### config.mk
export PLATFORM = sky130hd
export DESIGN_NAME = dpsc_core
export DESIGN_NICKNAME = d
export VERILOG_FILES = /design/src/design/dpsc_pkg.sv /design/src/design/dpsc_nv_mem.sv /design/src/design/dpsc_core.sv
export VERILOG_INCLUDE_DIRS = /design/src /design/src/design
export SDC_FILE = /design/constraint.sdc
export NUM_CORES = 1
export LEC_CHECK = 0
export ABC_AREA = 0
export BUFFER_PORTS_ARGS = -buffer_cell sky130_fd_sc_hd__buf_2
export CELL_PAD_IN_SITES_DETAIL_PLACEMENT = 0
export CELL_PAD_IN_SITES_GLOBAL_PLACEMENT = 1
export CORE_UTILIZATION = 40
export CTS_BUF_LIST = sky130_fd_sc_hd__clkbuf_4
export DETAILED_ROUTE_END_ITERATION = 12
export PLACE_DENSITY = 0.71
export RECOVER_POWER = 100
export SETUP_SLACK_MARGIN = 0.1
export SYNTH_ARGS = -nofsm -noshare
export SYNTH_HDL_FRONTEND = slang
export SYNTH_SLANG_ARGS = --single-unit
### constraint.sdc
create_clock -name i_core_clk -period 9.4 [get_ports i_core_clk]
set_input_delay 0 -clock i_core_clk [delete_from_list [all_inputs] [get_ports i_core_clk]]
set_output_delay 0 -clock i_core_clk [all_outputs]
set_load 0.02 [all_outputs]
### src/design/dpsc_defs.svh
// Timing counts, field positions and reset values of the pot command decoder.
`ifndef DPSC_DEFS_SVH
`define DPSC_DEFS_SVH
`define DPSC_FRAME_BITS 24
`define DPSC_OPC_HI 23
`define DPSC_OPC_LO 20
`define DPSC_ADR_HI 19
`define DPSC_ADR_LO 16
`define DPSC_DAT_HI 15
`define DPSC_WIPER_BITS 10
`define DPSC_WIPER_MAX 10'h3ff
`define DPSC_WIPER_MID 10'h200
`define DPSC_NV_RESET 16'h0200
`define DPSC_CLK_MHZ 10
`define DPSC_STORE_MS 15
`define DPSC_STORE_CYC (`DPSC_STORE_MS * 1000 * `DPSC_CLK_MHZ)
`define DPSC_NV_DEPTH 16
`endif

### src/design/dpsc_pkg.sv
// Types shared by the pot command decoder files.
package dpsc_pkg;
    typedef enum logic [3:0] {
        OP_NOP, OP_RESTORE, OP_STORE_WIPER, OP_STORE_DATA,
        OP_SHR_ONE, OP_SHR_ALL, OP_DEC_ONE, OP_DEC_ALL,
        OP_RELOAD_ALL, OP_READ_NV, OP_READ_WIPER, OP_WRITE_WIPER,
        OP_SHL_ONE, OP_SHL_ALL, OP_INC_ONE, OP_INC_ALL
    } dpsc_op_t;
    typedef enum logic [2:0] {
        ST_BOOT0, ST_BOOT1, ST_IDLE, ST_LOAD0, ST_LOAD1, ST_STORE
    } dpsc_state_t;
endpackage

### src/design/dpsc_nv_mem.sv
// Sixteen-word nonvolatile store model with registered read data.
`timescale 1ns/1ps
`include "dpsc_defs.svh"
module dpsc_nv_mem (
    input wire logic i_core_clk,
    input wire logic i_arst_n,
    input wire logic i_wr,
    input wire logic [3:0] i_addr,
    input wire logic [15:0] i_wdata,
    output logic [15:0] o_rdata
);
    logic [15:0] mem [0:`DPSC_NV_DEPTH-1];

    // Contents start at midscale, standing in for the factory preset.
    always_ff @(posedge i_core_clk or negedge i_arst_n) begin
        if (!i_arst_n) begin
            for (int i = 0; i < `DPSC_NV_DEPTH; i++) begin
                mem[i] <= `DPSC_NV_RESET;
            end
        end else if (i_wr) begin
            mem[i_addr] <= i_wdata;
        end
    end

    always_ff @(posedge i_core_clk or negedge i_arst_n) begin
        if (!i_arst_n) begin
            o_rdata <= 16'h0000;
        end else begin
            o_rdata <= mem[i_addr];
        end
    end
endmodule

### src/design/dpsc_core.sv
// Serial command decoder for a dual ten-bit nonvolatile potentiometer.
`timescale 1ns/1ps
`include "dpsc_defs.svh"
module dpsc_core #(
    parameter int STORE_CYCLES = `DPSC_STORE_CYC
) (
    input wire logic i_core_clk,
    input wire logic i_arst_n,
    input wire logic i_sclk,
    input wire logic i_csel_n,
    input wire logic i_serial_in_pin,
    output logic o_serial_out_pin,
    output logic o_serial_out_oe_n,
    output logic o_ready,
    output logic [9:0] o_wiper0,
    output logic [9:0] o_wiper1
);
    ////////////////////////////////////////////////////////////////////
    function automatic logic [9:0] dpsc_shl(input logic [9:0] v);
        if (v == 10'h000) begin
            return 10'h001;
        end else if (v >= `DPSC_WIPER_MID) begin
            return `DPSC_WIPER_MAX;
        end else begin
            return {v[8:0], 1'b0};
        end
    endfunction

    function automatic logic [9:0] dpsc_step(input dpsc_pkg::dpsc_op_t op,
                                             input logic [9:0] v);
        logic [9:0] r;
        r = v;
        case (op)
            dpsc_pkg::OP_SHR_ONE, dpsc_pkg::OP_SHR_ALL: begin
                r = {1'b0, v[9:1]};
            end
            dpsc_pkg::OP_DEC_ONE, dpsc_pkg::OP_DEC_ALL: begin
                if (v != 10'h000) begin
                    r = v - 10'h001;
                end
            end
            dpsc_pkg::OP_SHL_ONE, dpsc_pkg::OP_SHL_ALL: begin
                r = dpsc_shl(v);
            end
            dpsc_pkg::OP_INC_ONE, dpsc_pkg::OP_INC_ALL: begin
                if (v != `DPSC_WIPER_MAX) begin
                    r = v + 10'h001;
                end
            end
            default: begin
                r = v;
            end
        endcase
        return r;
    endfunction

    ////////////////////////////////////////////////////////////////////
    // Pin synchronisers.
    logic [1:0] sclk_sync;
    logic [1:0] csel_sync;
    logic [1:0] sdi_sync;
    logic sclk_prev;
    logic csel_prev;

    always_ff @(posedge i_core_clk or negedge i_arst_n) begin
        if (!i_arst_n) begin
            sclk_sync <= 2'h0;
            csel_sync <= 2'h3;
            sdi_sync <= 2'h0;
            sclk_prev <= 1'b0;
            csel_prev <= 1'b1;
        end else begin
            sclk_sync <= {sclk_sync[0], i_sclk};
            csel_sync <= {csel_sync[0], i_csel_n};
            sdi_sync <= {sdi_sync[0], i_serial_in_pin};
            sclk_prev <= sclk_sync[1];
            csel_prev <= csel_sync[1];
        end
    end

    logic sclk_rise;
    logic sclk_fall;
    logic csel_low;
    logic csel_rise;
    assign csel_low = !csel_sync[1];
    assign sclk_rise = csel_low && sclk_sync[1] && !sclk_prev;
    assign sclk_fall = csel_low && !sclk_sync[1] && sclk_prev;
    assign csel_rise = csel_sync[1] && !csel_prev;

    ////////////////////////////////////////////////////////////////////
    // Control state.
    dpsc_pkg::dpsc_state_t state;
    logic [23:0] shreg;
    logic [23:0] outreg;
    logic [23:0] last_cmd;
    logic [5:0] bit_cnt;
    logic [23:0] store_cnt;
    logic [15:0] nv_rdata;
    logic nv_wr;
    logic [3:0] nv_addr;
    logic [15:0] nv_wdata;
    logic load_both;
    logic load_chan;
    logic rb_pend;
    logic [15:0] rb_val;
    logic rb_fetch;

    logic locked;
    assign locked = (state == dpsc_pkg::ST_STORE);

    // Frame accepted at chip select rise: multiple of four, and either a
    // fresh frame or a bare strobe that repeats the previous command.
    logic frame_ok;
    logic [23:0] exec_word;
    assign frame_ok = csel_rise && (bit_cnt[1:0] == 2'h0) && !locked;
    assign exec_word = (bit_cnt == 6'h00) ? last_cmd : shreg;

    dpsc_pkg::dpsc_op_t op;
    logic [3:0] adr;
    logic [15:0] dat;
    logic sel;
    assign op = dpsc_pkg::dpsc_op_t'(exec_word[`DPSC_OPC_HI:`DPSC_OPC_LO]);
    assign adr = exec_word[`DPSC_ADR_HI:`DPSC_ADR_LO];
    assign dat = exec_word[`DPSC_DAT_HI:0];
    assign sel = adr[0];

    ////////////////////////////////////////////////////////////////////
    // Input shifter; frozen while a store runs.
    always_ff @(posedge i_core_clk or negedge i_arst_n) begin
        if (!i_arst_n) begin
            shreg <= 24'h000000;
            bit_cnt <= 6'h00;
            last_cmd <= 24'h000000;
        end else if (locked) begin
            bit_cnt <= 6'h00;
        end else if (csel_rise) begin
            if (bit_cnt[1:0] == 2'h0 && bit_cnt != 6'h00) begin
                last_cmd <= shreg;
            end
            bit_cnt <= 6'h00;
        end else if (sclk_rise) begin
            shreg <= {shreg[22:0], sdi_sync[1]};
            if (bit_cnt != 6'h3f) begin
                bit_cnt <= bit_cnt + 6'h01;
            end
        end
    end

    ////////////////////////////////////////////////////////////////////
    // Output shifter: holds the previous frame, launched on falling edges.
    // It takes in the bit just clocked in, so that a longer frame passes
    // straight through to the next device in a chain, one frame late.
    logic out_started;
    always_ff @(posedge i_core_clk or negedge i_arst_n) begin
        if (!i_arst_n) begin
            outreg <= 24'h000000;
            out_started <= 1'b0;
        end else if (csel_rise) begin
            outreg <= shreg;
            out_started <= 1'b0;
        end else if (rb_fetch) begin
            outreg[15:0] <= rb_val;
        end else if (sclk_rise) begin
            out_started <= 1'b1;
        end else if (sclk_fall && out_started) begin
            outreg <= {outreg[22:0], shreg[0]};
        end
    end

    always_ff @(posedge i_core_clk or negedge i_arst_n) begin
        if (!i_arst_n) begin
            o_serial_out_pin <= 1'b1;
            o_serial_out_oe_n <= 1'b1;
        end else begin
            o_serial_out_pin <= outreg[23];
            o_serial_out_oe_n <= !csel_low;
        end
    end

    ////////////////////////////////////////////////////////////////////
    // Command execution, boot load and store timing.
    always_ff @(posedge i_core_clk or negedge i_arst_n) begin
        if (!i_arst_n) begin
            state <= dpsc_pkg::ST_BOOT0;
            o_wiper0 <= `DPSC_WIPER_MID;
            o_wiper1 <= `DPSC_WIPER_MID;
            nv_wr <= 1'b0;
            nv_addr <= 4'h0;
            nv_wdata <= 16'h0000;
            store_cnt <= 24'h000000;
            o_ready <= 1'b1;
            load_both <= 1'b1;
            load_chan <= 1'b0;
            rb_pend <= 1'b0;
            rb_val <= 16'h0000;
            rb_fetch <= 1'b0;
        end else begin
            nv_wr <= 1'b0;
            o_ready <= 1'b1;
            rb_fetch <= 1'b0;
            case (state)
                dpsc_pkg::ST_BOOT0: begin
                    nv_addr <= 4'h0;
                    load_both <= 1'b1;
                    state <= dpsc_pkg::ST_LOAD0;
                end
                dpsc_pkg::ST_LOAD0: begin
                    state <= dpsc_pkg::ST_LOAD1;
                end
                dpsc_pkg::ST_LOAD1: begin
                    if (rb_pend) begin
                        rb_val <= nv_rdata;
                        rb_fetch <= 1'b1;
                        rb_pend <= 1'b0;
                        state <= dpsc_pkg::ST_IDLE;
                    end else if (nv_addr == 4'h0 && !(load_chan && !load_both))
                    begin
                        o_wiper0 <= nv_rdata[9:0];
                        if (load_both) begin
                            nv_addr <= 4'h1;
                            state <= dpsc_pkg::ST_LOAD0;
                        end else begin
                            state <= dpsc_pkg::ST_IDLE;
                        end
                    end else begin
                        o_wiper1 <= nv_rdata[9:0];
                        state <= dpsc_pkg::ST_IDLE;
                    end
                end
                dpsc_pkg::ST_STORE: begin
                    if (store_cnt == 24'(STORE_CYCLES - 1)) begin
                        o_ready <= 1'b0;
                        state <= dpsc_pkg::ST_IDLE;
                    end else begin
                        store_cnt <= store_cnt + 24'h000001;
                    end
                end
                dpsc_pkg::ST_IDLE: begin
                    if (frame_ok) begin
                        load_both <= 1'b0;
                        case (op)
                            dpsc_pkg::OP_NOP: begin
                            end
                            dpsc_pkg::OP_RESTORE: begin
                                if (adr[3:1] == 3'h0) begin
                                    nv_addr <= {3'h0, sel};
                                    load_chan <= sel;
                                    state <= dpsc_pkg::ST_LOAD0;
                                end
                            end
                            dpsc_pkg::OP_STORE_WIPER: begin
                                nv_addr <= {3'h0, sel};
                                nv_wdata <= {6'h00, sel ? o_wiper1 : o_wiper0};
                                nv_wr <= 1'b1;
                                store_cnt <= 24'h000000;
                                state <= dpsc_pkg::ST_STORE;
                            end
                            dpsc_pkg::OP_STORE_DATA: begin
                                nv_addr <= adr;
                                nv_wdata <= dat;
                                nv_wr <= 1'b1;
                                store_cnt <= 24'h000000;
                                state <= dpsc_pkg::ST_STORE;
                            end
                            dpsc_pkg::OP_RELOAD_ALL: begin
                                if (adr == 4'h0) begin
                                    nv_addr <= 4'h0;
                                    load_both <= 1'b1;
                                    load_chan <= 1'b0;
                                    state <= dpsc_pkg::ST_LOAD0;
                                end
                            end
                            dpsc_pkg::OP_READ_NV: begin
                                nv_addr <= adr;
                                rb_pend <= 1'b1;
                                state <= dpsc_pkg::ST_LOAD0;
                            end
                            dpsc_pkg::OP_READ_WIPER: begin
                                rb_val <= {6'h00, sel ? o_wiper1 : o_wiper0};
                                rb_fetch <= 1'b1;
                            end
                            dpsc_pkg::OP_WRITE_WIPER: begin
                                if (sel) begin
                                    o_wiper1 <= dat[9:0];
                                end else begin
                                    o_wiper0 <= dat[9:0];
                                end
                            end
                            dpsc_pkg::OP_SHR_ALL, dpsc_pkg::OP_DEC_ALL,
                            dpsc_pkg::OP_SHL_ALL, dpsc_pkg::OP_INC_ALL: begin
                                o_wiper0 <= dpsc_step(op, o_wiper0);
                                o_wiper1 <= dpsc_step(op, o_wiper1);
                            end
                            default: begin
                                if (sel) begin
                                    o_wiper1 <= dpsc_step(op, o_wiper1);
                                end else begin
                                    o_wiper0 <= dpsc_step(op, o_wiper0);
                                end
                            end
                        endcase
                    end
                end
                default: begin
                    state <= dpsc_pkg::ST_IDLE;
                end
            endcase
        end
    end

    dpsc_nv_mem u_nv (
        .i_core_clk(i_core_clk),
        .i_arst_n(i_arst_n),
        .i_wr(nv_wr),
        .i_addr(nv_addr),
        .i_wdata(nv_wdata),
        .o_rdata(nv_rdata)
    );
endmodule

==> implementation parameters, run 1 <==
Parameter                              Value

Setup path
  Kind of end point of the critical path ... register
  CP max FO ... 46
  Type of origin of the critical path ... register
  CP required ... 10.15 ns
  Critical path class ... register to register
  Data arrival time of the worst path ... 7.09 ns

Min path
  Hold/Removal Path Class ... input pin to register

Synthesis
  Post-synth top area share ... 0.4873
  Count of state elements after synthesis ... 449
  Leading cell types by total area after synthesis ... sky130_fd_sc_hd__dfrtp_1 49%, sky130_fd_sc_hd__mux2_2 16%, sky130_fd_sc_hd__mux4_2 8.3%, sky130_fd_sc_hd__dfstp_2 2.9%, sky130_fd_sc_hd__nand2_1 2.3%
  Mapped Nets ... 1776
  Post-Syn Area ... 21830 sq um
  Synthesized area per cell ... 12.37 sq um
  Dominant synthesized flop cell ... sky130_fd_sc_hd__dfrtp_1
  Distinct cell type count after synthesis ... 78
  Most common library cells after synthesis ... 425 x sky130_fd_sc_hd__dfrtp_1, 318 x sky130_fd_sc_hd__mux2_2, 136 x sky130_fd_sc_hd__nand2_1
  Sequential fraction of the synthesis area ... 0.5162
  Cell type contributing the most total cell area after synthesis ... sky130_fd_sc_hd__dfrtp_1
  EDFF count, synth ... 0
  Async set-or-reset flop fraction in the synthesized netlist ... 1.000
  Post-synthesis cell count ... 1764
  Count leader, synth ... sky130_fd_sc_hd__dfrtp_1
  Yosys Warn Count ... 0

Drt
  Vias after detailed routing ... 14.77k
  Vias per std cell ... 5.661
  Remaining design rule violation count ... 0
  DRT antenna net count ... 0
  Average detailed-routed wire length per instance ... 21.22 microns
  First-pass DRT Iterations ... 5
  Total Wirelength ... 55.38 mm
  Drt initial violations ... 987

GRT
  Pin count of the biggest net entering global routing ... 92
  Total global routing track utilization ... 0.2048
  Number of antenna violations at the first check in global routing ... 2
  Number of global-route vias before repair ... 15.21k
  Wire length of the first global-routing pass ... 88.33 mm
  Overflow left after global routing ... 0

Clock tree
  CTS Root Cell ... sky130_fd_sc_hd__clkbuf_4
  Hold-fix buffer count after cts ... 9
  Insertion delay to the later sink of the worst-skew pair ... 0.90 ns
  Clock tree from TritonCTS ... yes
  Clk slew on worst S/H paths ... 0.07 ns
  H-Tree Level Count ... 3
  Inserted Clock Buffers ... 116
  Number of buffers inserted by post-CTS setup repair ... 0
  Post-cts gate resize count ... 0
  Total number of clock tree sinks ... 449
  Worst-case clock buffer depth ... 3

Floorplan
  Placeable core area ... 53810 sq um
  Initial core utilization ... 0.4056
  Row count ... 85
  Die width ... 235.6 microns
  I/O pin total ... 28
  Vertical die dimension ... 235.6 microns
  Die area ... 55500 sq um

Cells and area
  Ratio of cells with drive above 1 in the final layout ... 0.3384
  Final nets ... 1835
  Syn-to-layout area delta ... 9.854%
  Post-route cell area ... 23980 sq um
  Final core utilization ... 0.4455

Placement
  Placer Congestion ... 0.8575
  Area after DPL ... 22650 sq um
  Detail Placement HPWL ... 34.31 mm
  # port buffers ... 27

Pwr
  Leak Pwr ... 10.90 nW
  Power per cell area ... 197.7 nW/um^2
  VDD IR-drop max ... 0.0001271 V

Run
  MaxCap Viol Count ... 20

Timing
  Aggregate negative setup slack ... 0 ns
  Final number of hold-violating endpoints ... 0
  Count of endpoints failing setup in the final report ... 0
  Max Clock Freq ... 157.7 MHz
  Time the worst path needs with I/O delays and setup ... 6.340 ns
  Tightest Pin Transition ... 5.009 ns
  Worst clock skew on the final layout ... 0.06321 ns
  Share of the clock period used by the worst path after layout ... 0.6745
  Setup repair after global routing missed its margin ... no
  Worst-case hold slack ... 0.3418 ns
  Slew HR ... -2.339
  Max-slew violation count ... 729

Outcome
  Violations in the final reports ... max-capacitance violations, max-slew violations
  Status ... complete, but fails checks
[where the power goes]
part | internal [mW] | total, mW | switching, mW
clock network | 0.874 | 1.69 | 0.813
registers | 2.03 | 2.21 | 0.180
logic | 0.322 | 0.838 | 0.516
total | 3.23 | 4.74 | 1.51
[layout by cell type, fill, tap and decap left out, drive strengths merged, types with 10 or more instances in the layout]
cell	instances
clkinv	20
nand2	137
o31ai	14
xor2	19
dfstp	24
a211oi	10
or3	11
mux2i	49
a21oi	51
clkbuf	233
nand3	31
dfrtp	425
inv	22
nand4	16
nor3	25
o21ai	100
a31oi	23
a221oi	11
buf	13
mux2	318
nor2	112
mux4	80
[cell type report]
type	count	area (sq um)
clock buffer	182	1366
clock inverter	22	112.6
antenna	5	12.51
inverter	20	75.07
tap	696	870.8
multi-input combinational	1164	9912
fill	5007	29840
sequential	449	11270
timing repair buffer	72	356.6
[registers in the layout, indices dropped and copies added (netlist names), 2 cells and up]
name,cells
state,3
o_wiper0,10
o_wiper1,10
csel_sync,2
nv_wdata,16
nv_addr,4
sdi_sync,2
bit_cnt,6
rb_val,16
u_nv.o_rdata,16
outreg,24
u_nv.mem,256
shreg,24
store_cnt,24
sclk_sync,2
last_cmd,24
[final timing paths]
| kind | endpoint | depth (start not counted) | start | slack (ns) |
|---|---|---|---|---|
| min in group asynchronous | u_nv.mem[255] | 4 | i_arst_n | 1.84 |
| min reg2reg | sclk_sync[1] | 0 | sclk_sync[0] | 0.35 |
| max in group asynchronous | shreg[10] | 4 | i_arst_n | 3.93 |
| min | csel_sync[0] | 3 | i_csel_n | 0.34 |
| max | u_nv.mem[2] | 6 | nv_addr[1] | 3.06 |
| max reg2reg | u_nv.mem[2] | 6 | nv_addr[1] | 3.06 |
[kinds of logic after synthesis]
| logic type | Yosys count | share of synthesized area |
|---|---|---|
| flip-flops | 449 | 0.5162 |
| multiplexers | 447 | 0.2693 |
| AND/OR/NAND/NOR | 402 | 0.08805 |
| adder cells (fa/ha/maj) | 7 | 0.004013 |
| buffers and inverters | 151 | 0.02815 |
| AO/OA/AOI/OAI | 281 | 0.08352 |
| XOR/XNOR | 27 | 0.01083 |
[through the flow]
stage	setup slack [ns]	cells	power, mW
finish	3.060	2610	4.740
global route	2.628	2610	5.008
CTS	5.466	2605	4.811
detailed placement	5.492	2392	3.089
global placement	5.575	2392	3.081
floorplan	6.263	1764	2.793
[metal layers]
metal	GRT usage	share of wire
met1	0.2890	0.47
met2	0.3154	0.46
met3	0.04397	0.052
met4	0.06318	0.019
met5	0	0
[critical path, stage by stage, from the launching register on]
cell and delay [ns]:
sky130_fd_sc_hd__dfrtp_2 0.34, sky130_fd_sc_hd__clkbuf_1 1.27, sky130_fd_sc_hd__clkbuf_1 2.20, sky130_fd_sc_hd__nand3_1 0.41, sky130_fd_sc_hd__nor2_1 0.86, sky130_fd_sc_hd__clkbuf_1 0.72, sky130_fd_sc_hd__mux2_2 0.41
(Power assumes the default switching activity.)
==> inputs of run 2 (changes only) <==
ABC_AREA = 1   (was 0)
PLACE_DENSITY = 0.78   (was 0.71)
clock period = 5.1 ns   (was 9.4 ns; I/O delays follow)
==> run 2 against run 1 <==
Net effect: cell count increased by 33%; global-route usage increased by 3.2 points; sequential share of layout area increased by 0.34 points; clock skew increased by 0.031 ns; fmax increased by 41%; first-iteration DRC count increased by 71%; combinational power increased by 130%; die area decreased by 0.60%; clock-buffer cell count increased by 12; largest power group unchanged; the flow still finishes with violations (max-capacitance violations, max-slew violations); power increased by 93%; via count increased by 28%.
==> implementation parameters, run 2 <==
Parameter                              Value

Outcome
  Status ... complete, but fails checks (unchanged)
  Violations in the final reports ... max-capacitance violations, max-slew violations (unchanged)

Floorplan
  Die area ... 55170 sq um (was 55500 sq um)
  Row count ... 84 (was 85)
  Initial core utilization ... 0.4087 (was 0.4056)
  Placeable core area ... 53080 sq um (was 53810 sq um)
  I/O pin total ... 28 (unchanged)
  Vertical die dimension ... 234.9 microns (was 235.6 microns)
  Die width ... 234.9 microns (was 235.6 microns)

Synthesis
  Post-Syn Area ... 21690 sq um (was 21830 sq um)
  Combinational family with the most area after synthesis ... simple AND/OR/NAND/NOR gates (was multiplexers)
  Simple-gate share of the synthesized area ... 0.2080 (was 0.08805)
  Fraction of the mapped netlist area in compound gates ... 0.1880 (was 0.08352)
  Dominant synthesized flop cell ... sky130_fd_sc_hd__dfrtp_1 (unchanged)
  Post-synthesis cell count ... 2653 (was 1764)
  Sequential fraction of the synthesis area ... 0.5193 (was 0.5162)
  Yosys Warn Count ... 0 (unchanged)
  Count of state elements after synthesis ... 449 (unchanged)
  Post-synthesis mux area share ... 0.0005191 (was 0.2693)
  Distinct cell type count after synthesis ... 54 (was 78)
  Count leader, synth ... sky130_fd_sc_hd__nand2_1 (was sky130_fd_sc_hd__dfrtp_1)
  Most common library cells after synthesis ... 629 x sky130_fd_sc_hd__nand2_1, 425 x sky130_fd_sc_hd__dfrtp_1, 362 x sky130_fd_sc_hd__o21ai_0 (was 425 x sky130_fd_sc_hd__dfrtp_1, 318 x sky130_fd_sc_hd__mux2_2, 136 x sky130_fd_sc_hd__nand2_1)
  EDFF count, synth ... 0 (unchanged)
  Leading cell types by total area after synthesis ... sky130_fd_sc_hd__dfrtp_1 49%, sky130_fd_sc_hd__nand2_1 11%, sky130_fd_sc_hd__o21ai_0 8.4%, sky130_fd_sc_hd__inv_1 3.9%, sky130_fd_sc_hd__nor2_1 3.2% (was sky130_fd_sc_hd__dfrtp_1 49%, sky130_fd_sc_hd__mux2_2 16%, sky130_fd_sc_hd__mux4_2 8.3%, sky130_fd_sc_hd__dfstp_2 2.9%, sky130_fd_sc_hd__nand2_1 2.3%)
  Mapped Nets ... 2665 (was 1776)
  Post-synthesis share of cell area spent on full adders, half adders and majority gates ... 0.004037 (was 0.004013)
  Synthesized area per cell ... 8.177 sq um (was 12.37 sq um)
  Async set-or-reset flop fraction in the synthesized netlist ... 1.000 (unchanged)
  Post-synth top area share ... 0.4902 (was 0.4873)
  Parity-gate share of the synthesized area counting xor and xnor cells ... 0.005652 (was 0.01083)
  Cell type contributing the most total cell area after synthesis ... sky130_fd_sc_hd__dfrtp_1 (unchanged)

Clock tree
  Clk slew on worst S/H paths ... 0.07 ns (about the same)
  Number of buffers inserted by post-CTS setup repair ... 0 (unchanged)
  H-Tree Level Count ... 3 (unchanged)
  CTS Root Cell ... sky130_fd_sc_hd__clkbuf_4 (unchanged)
  Post-cts gate resize count ... 0 (unchanged)
  Total number of clock tree sinks ... 449 (unchanged)
  Clock tree from TritonCTS ... yes (unchanged)
  Hold-fix buffer count after cts ... 9 (unchanged)
  Insertion delay to the later sink of the worst-skew pair ... 0.89 ns (was 0.90 ns)
  Worst-case clock buffer depth ... 3 (unchanged)
  Inserted Clock Buffers ... 118 (was 116)

Setup path
  Type of origin of the critical path ... register (unchanged)
  CP required ... 5.87 ns (was 10.15 ns)
  Worst-case reg-to-reg path depth ... 6 (unchanged)
  Data arrival time of the worst path ... 5.26 ns (was 7.09 ns)
  Kind of end point of the critical path ... register (unchanged)
  Critical path class ... register to register (unchanged)
  Critical register-to-register path startpoint ... nv_addr[2] (was nv_addr[1])
  Reg2reg end ... u_nv.mem[232] (was u_nv.mem[2])
  CP max FO ... 24 (was 46)
  R2r setup slk ... 0.61 ns (was 3.06 ns)

Cells and area
  Ratio of cells with drive above 1 in the final layout ... 0.1105 (was 0.3384)
  Final core utilization ... 0.4483 (was 0.4455)
  Most flop-heavy register ... u_nv.mem (unchanged)
  Non-filler cells in the finished layout ... 3460 (was 2610)
  Filler cell count in the final layout ... 5329 (was 5007)
  Highest-count cells in the layout ignoring fill and taps ... 630 x sky130_fd_sc_hd__nand2_1, 424 x sky130_fd_sc_hd__dfrtp_1, 371 x sky130_fd_sc_hd__o21ai_0, 230 x sky130_fd_sc_hd__inv_1, 194 x sky130_fd_sc_hd__clkbuf_4 (was 423 x sky130_fd_sc_hd__dfrtp_1, 316 x sky130_fd_sc_hd__mux2_2, 182 x sky130_fd_sc_hd__clkbuf_4, 136 x sky130_fd_sc_hd__nand2_1, 110 x sky130_fd_sc_hd__nor2_1)
  Syn-to-layout area delta ... 9.683% (was 9.854%)
  Final nets ... 2691 (was 1835)
  Most frequent standard cell in the layout excluding fill and tap cells ... sky130_fd_sc_hd__nand2_1 (was sky130_fd_sc_hd__dfrtp_1)
  Max reg flops ... 256 (unchanged)

Timing
  Share of the clock period used by the worst path after layout ... 0.8801 (was 0.6745)
  Slew HR ... -0.8469 (was -2.339)
  Max Clock Freq ... 222.8 MHz (was 157.7 MHz)
  Tightest Pin Transition ... 2.770 ns (was 5.009 ns)
  Max-slew violation count ... 888 (was 729)
  Count of endpoints failing setup in the final report ... 0 (unchanged)
  Worst-case hold slack ... 0.3003 ns (was 0.3418 ns)
  Final number of hold-violating endpoints ... 0 (unchanged)
  Worst clock skew on the final layout ... 0.09451 ns (was 0.06321 ns)
  Setup repair after global routing missed its margin ... no (unchanged)
  Aggregate negative setup slack ... 0 ns (unchanged)
  Time the worst path needs with I/O delays and setup ... 4.488 ns (was 6.340 ns)

Min path
  Instance count along the most critical hold path ... 3 (unchanged)
  Worst Min Path Start ... i_sclk (was i_csel_n)
  Worst Hold End ... sclk_sync[0] (was csel_sync[0])
  Hold/Removal Path Class ... input pin to register (unchanged)

Placement
  Placer Congestion ... 0.8907 (was 0.8575)
  Post-placement cell count ... 3238 (was 2392)
  Detail Placement HPWL ... 39.88 mm (was 34.31 mm)
  # port buffers ... 27 (unchanged)

GRT
  Number of global-route vias before repair ... 18.51k (was 15.21k)
  Wire length of the first global-routing pass ... 103.2 mm (was 88.33 mm)
  Number of antenna violations at the first check in global routing ... 2 (unchanged)
  Total global routing track utilization ... 0.2365 (was 0.2048)
  Overflow left after global routing ... 0 (unchanged)
  Pin count of the biggest net entering global routing ... 111 (was 92)

Drt
  Vias per std cell ... 5.452 (was 5.661)
  Vias after detailed routing ... 18.86k (was 14.77k)
  Drt initial violations ... 1688 (was 987)
  Average detailed-routed wire length per instance ... 18.79 microns (was 21.22 microns)
  Total Wirelength ... 65.00 mm (was 55.38 mm)
  DRT antenna net count ... 0 (unchanged)
  First-pass DRT Iterations ... 7 (was 5)
  Remaining design rule violation count ... 0 (unchanged)

Pwr
  Power per cell area ... 385.1 nW/um^2 (was 197.7 nW/um^2)
  Switching Power ... 3.169 mW (was 1.510 mW)
  Final Power ... 9.163 mW (was 4.740 mW)
  VDD IR-drop max ... 0.0002078 V (was 0.0001271 V)
  Leak Pwr ... 10.45 nW (was 10.90 nW)
  Internal power ... 5.994 mW (was 3.230 mW)
  Part of the power in the clock network ... 0.354 (was 0.356)
  Switching power share of the total ... 0.3458 (was 0.3185)
  Sequential fraction of design power ... 0.437 (was 0.467)
  Gate power share ... 0.209 (was 0.177)

Run
  MaxCap Viol Count ... 20 (unchanged)
==> run 2: cell types whose count changed after synthesis, moves of 80 or more <==
| cell | change |
|---|---|
| sky130_fd_sc_hd__mux4_2 | -80 |
| sky130_fd_sc_hd__o21ai_0 | +264 |
| sky130_fd_sc_hd__mux2_2 | -317 |
| sky130_fd_sc_hd__nand2_1 | +493 |
| sky130_fd_sc_hd__inv_1 | +204 |
| sky130_fd_sc_hd__nand3_1 | +90 |
| sky130_fd_sc_hd__o211ai_1 | +89 |
==> run 2: power groups by stage <==
stage / sequential, mW / clock (mW) / combinational (mW)
after floorplan: 4.02 / 0 / 1.27
final: 4.01 / 3.24 / 1.92
after CTS: 4.00 / 3.33 / 1.94
after detailed placement: 4.06 / 0 / 1.92
after global placement: 4.06 / 0 / 1.91
after global routing: 4.03 / 3.54 / 2.13
==> run 2: layout make-up <==
class	instances	area (sq um)	area share
tap	688	860.8	0.03618
antenna	3	7.507	0.0003155
timing repair buffer	69	371.6	0.01562
sequential	449	11270	0.4735
clock inverter	16	96.34	0.004049
clock buffer	194	1456	0.06121
inverter	251	942.2	0.03959
multi-input combinational	1790	8793	0.3695
==> run 2: worst max-delay path, stage by stage (launching register included) <==
cell                       delay [ns]
sky130_fd_sc_hd__dfrtp_1         0.44
sky130_fd_sc_hd__nor2_1          1.85
sky130_fd_sc_hd__inv_1           0.32
sky130_fd_sc_hd__nor2_1          0.88
sky130_fd_sc_hd__clkbuf_2        0.65
sky130_fd_sc_hd__nor2_1          0.08
sky130_fd_sc_hd__a21oi_1         0.14
==> run 2: routing by layer <==
metal | share of wire | vias up | track usage
met2 | 0.46 | 668 | 0.3821
li1 | - | 8974 | -
met5 | 0 | - | 0
met4 | 0.024 | 0 | 0.07735
met1 | 0.45 | 9097 | 0.3195
met3 | 0.064 | 125 | 0.04523
==> run 2: through the flow <==
step | area (sq um) | worst slack (ns)
floorplan | 21690 | 2.585
global placement | 22370 | 1.550
detailed placement | 22370 | 1.413
CTS | 24030 | 1.407
global route | 23800 | 0.5001
finish | 23800 | 0.6116
==> run 2: cells by family (layout without fill, tap and decap cells) <==
| kind of cell | count (synthesis) | count (layout) |
|---|---|---|
| other cells | 0 | 3 |
| mux | 1 | 1 |
| fa+ha+maj | 7 | 7 |
| xor+xnor | 14 | 14 |
| buf+inv | 414 | 530 |
| flops | 449 | 449 |
| simple gates | 1059 | 1059 |
| compound gates | 709 | 709 |
==> run 2: worst max path at each step <==
stage                            start             to  slack, ns
after global routing        bit_cnt[0]    o_wiper1[2]       0.50
final                       nv_addr[2]  u_nv.mem[232]       0.61
after floorplan             bit_cnt[0]    o_wiper1[9]       2.58
after detailed placement  csel_sync[1]  store_cnt[11]       1.41
after global placement    csel_sync[1]  store_cnt[11]       1.55
after CTS                 csel_sync[1]  store_cnt[11]       1.41
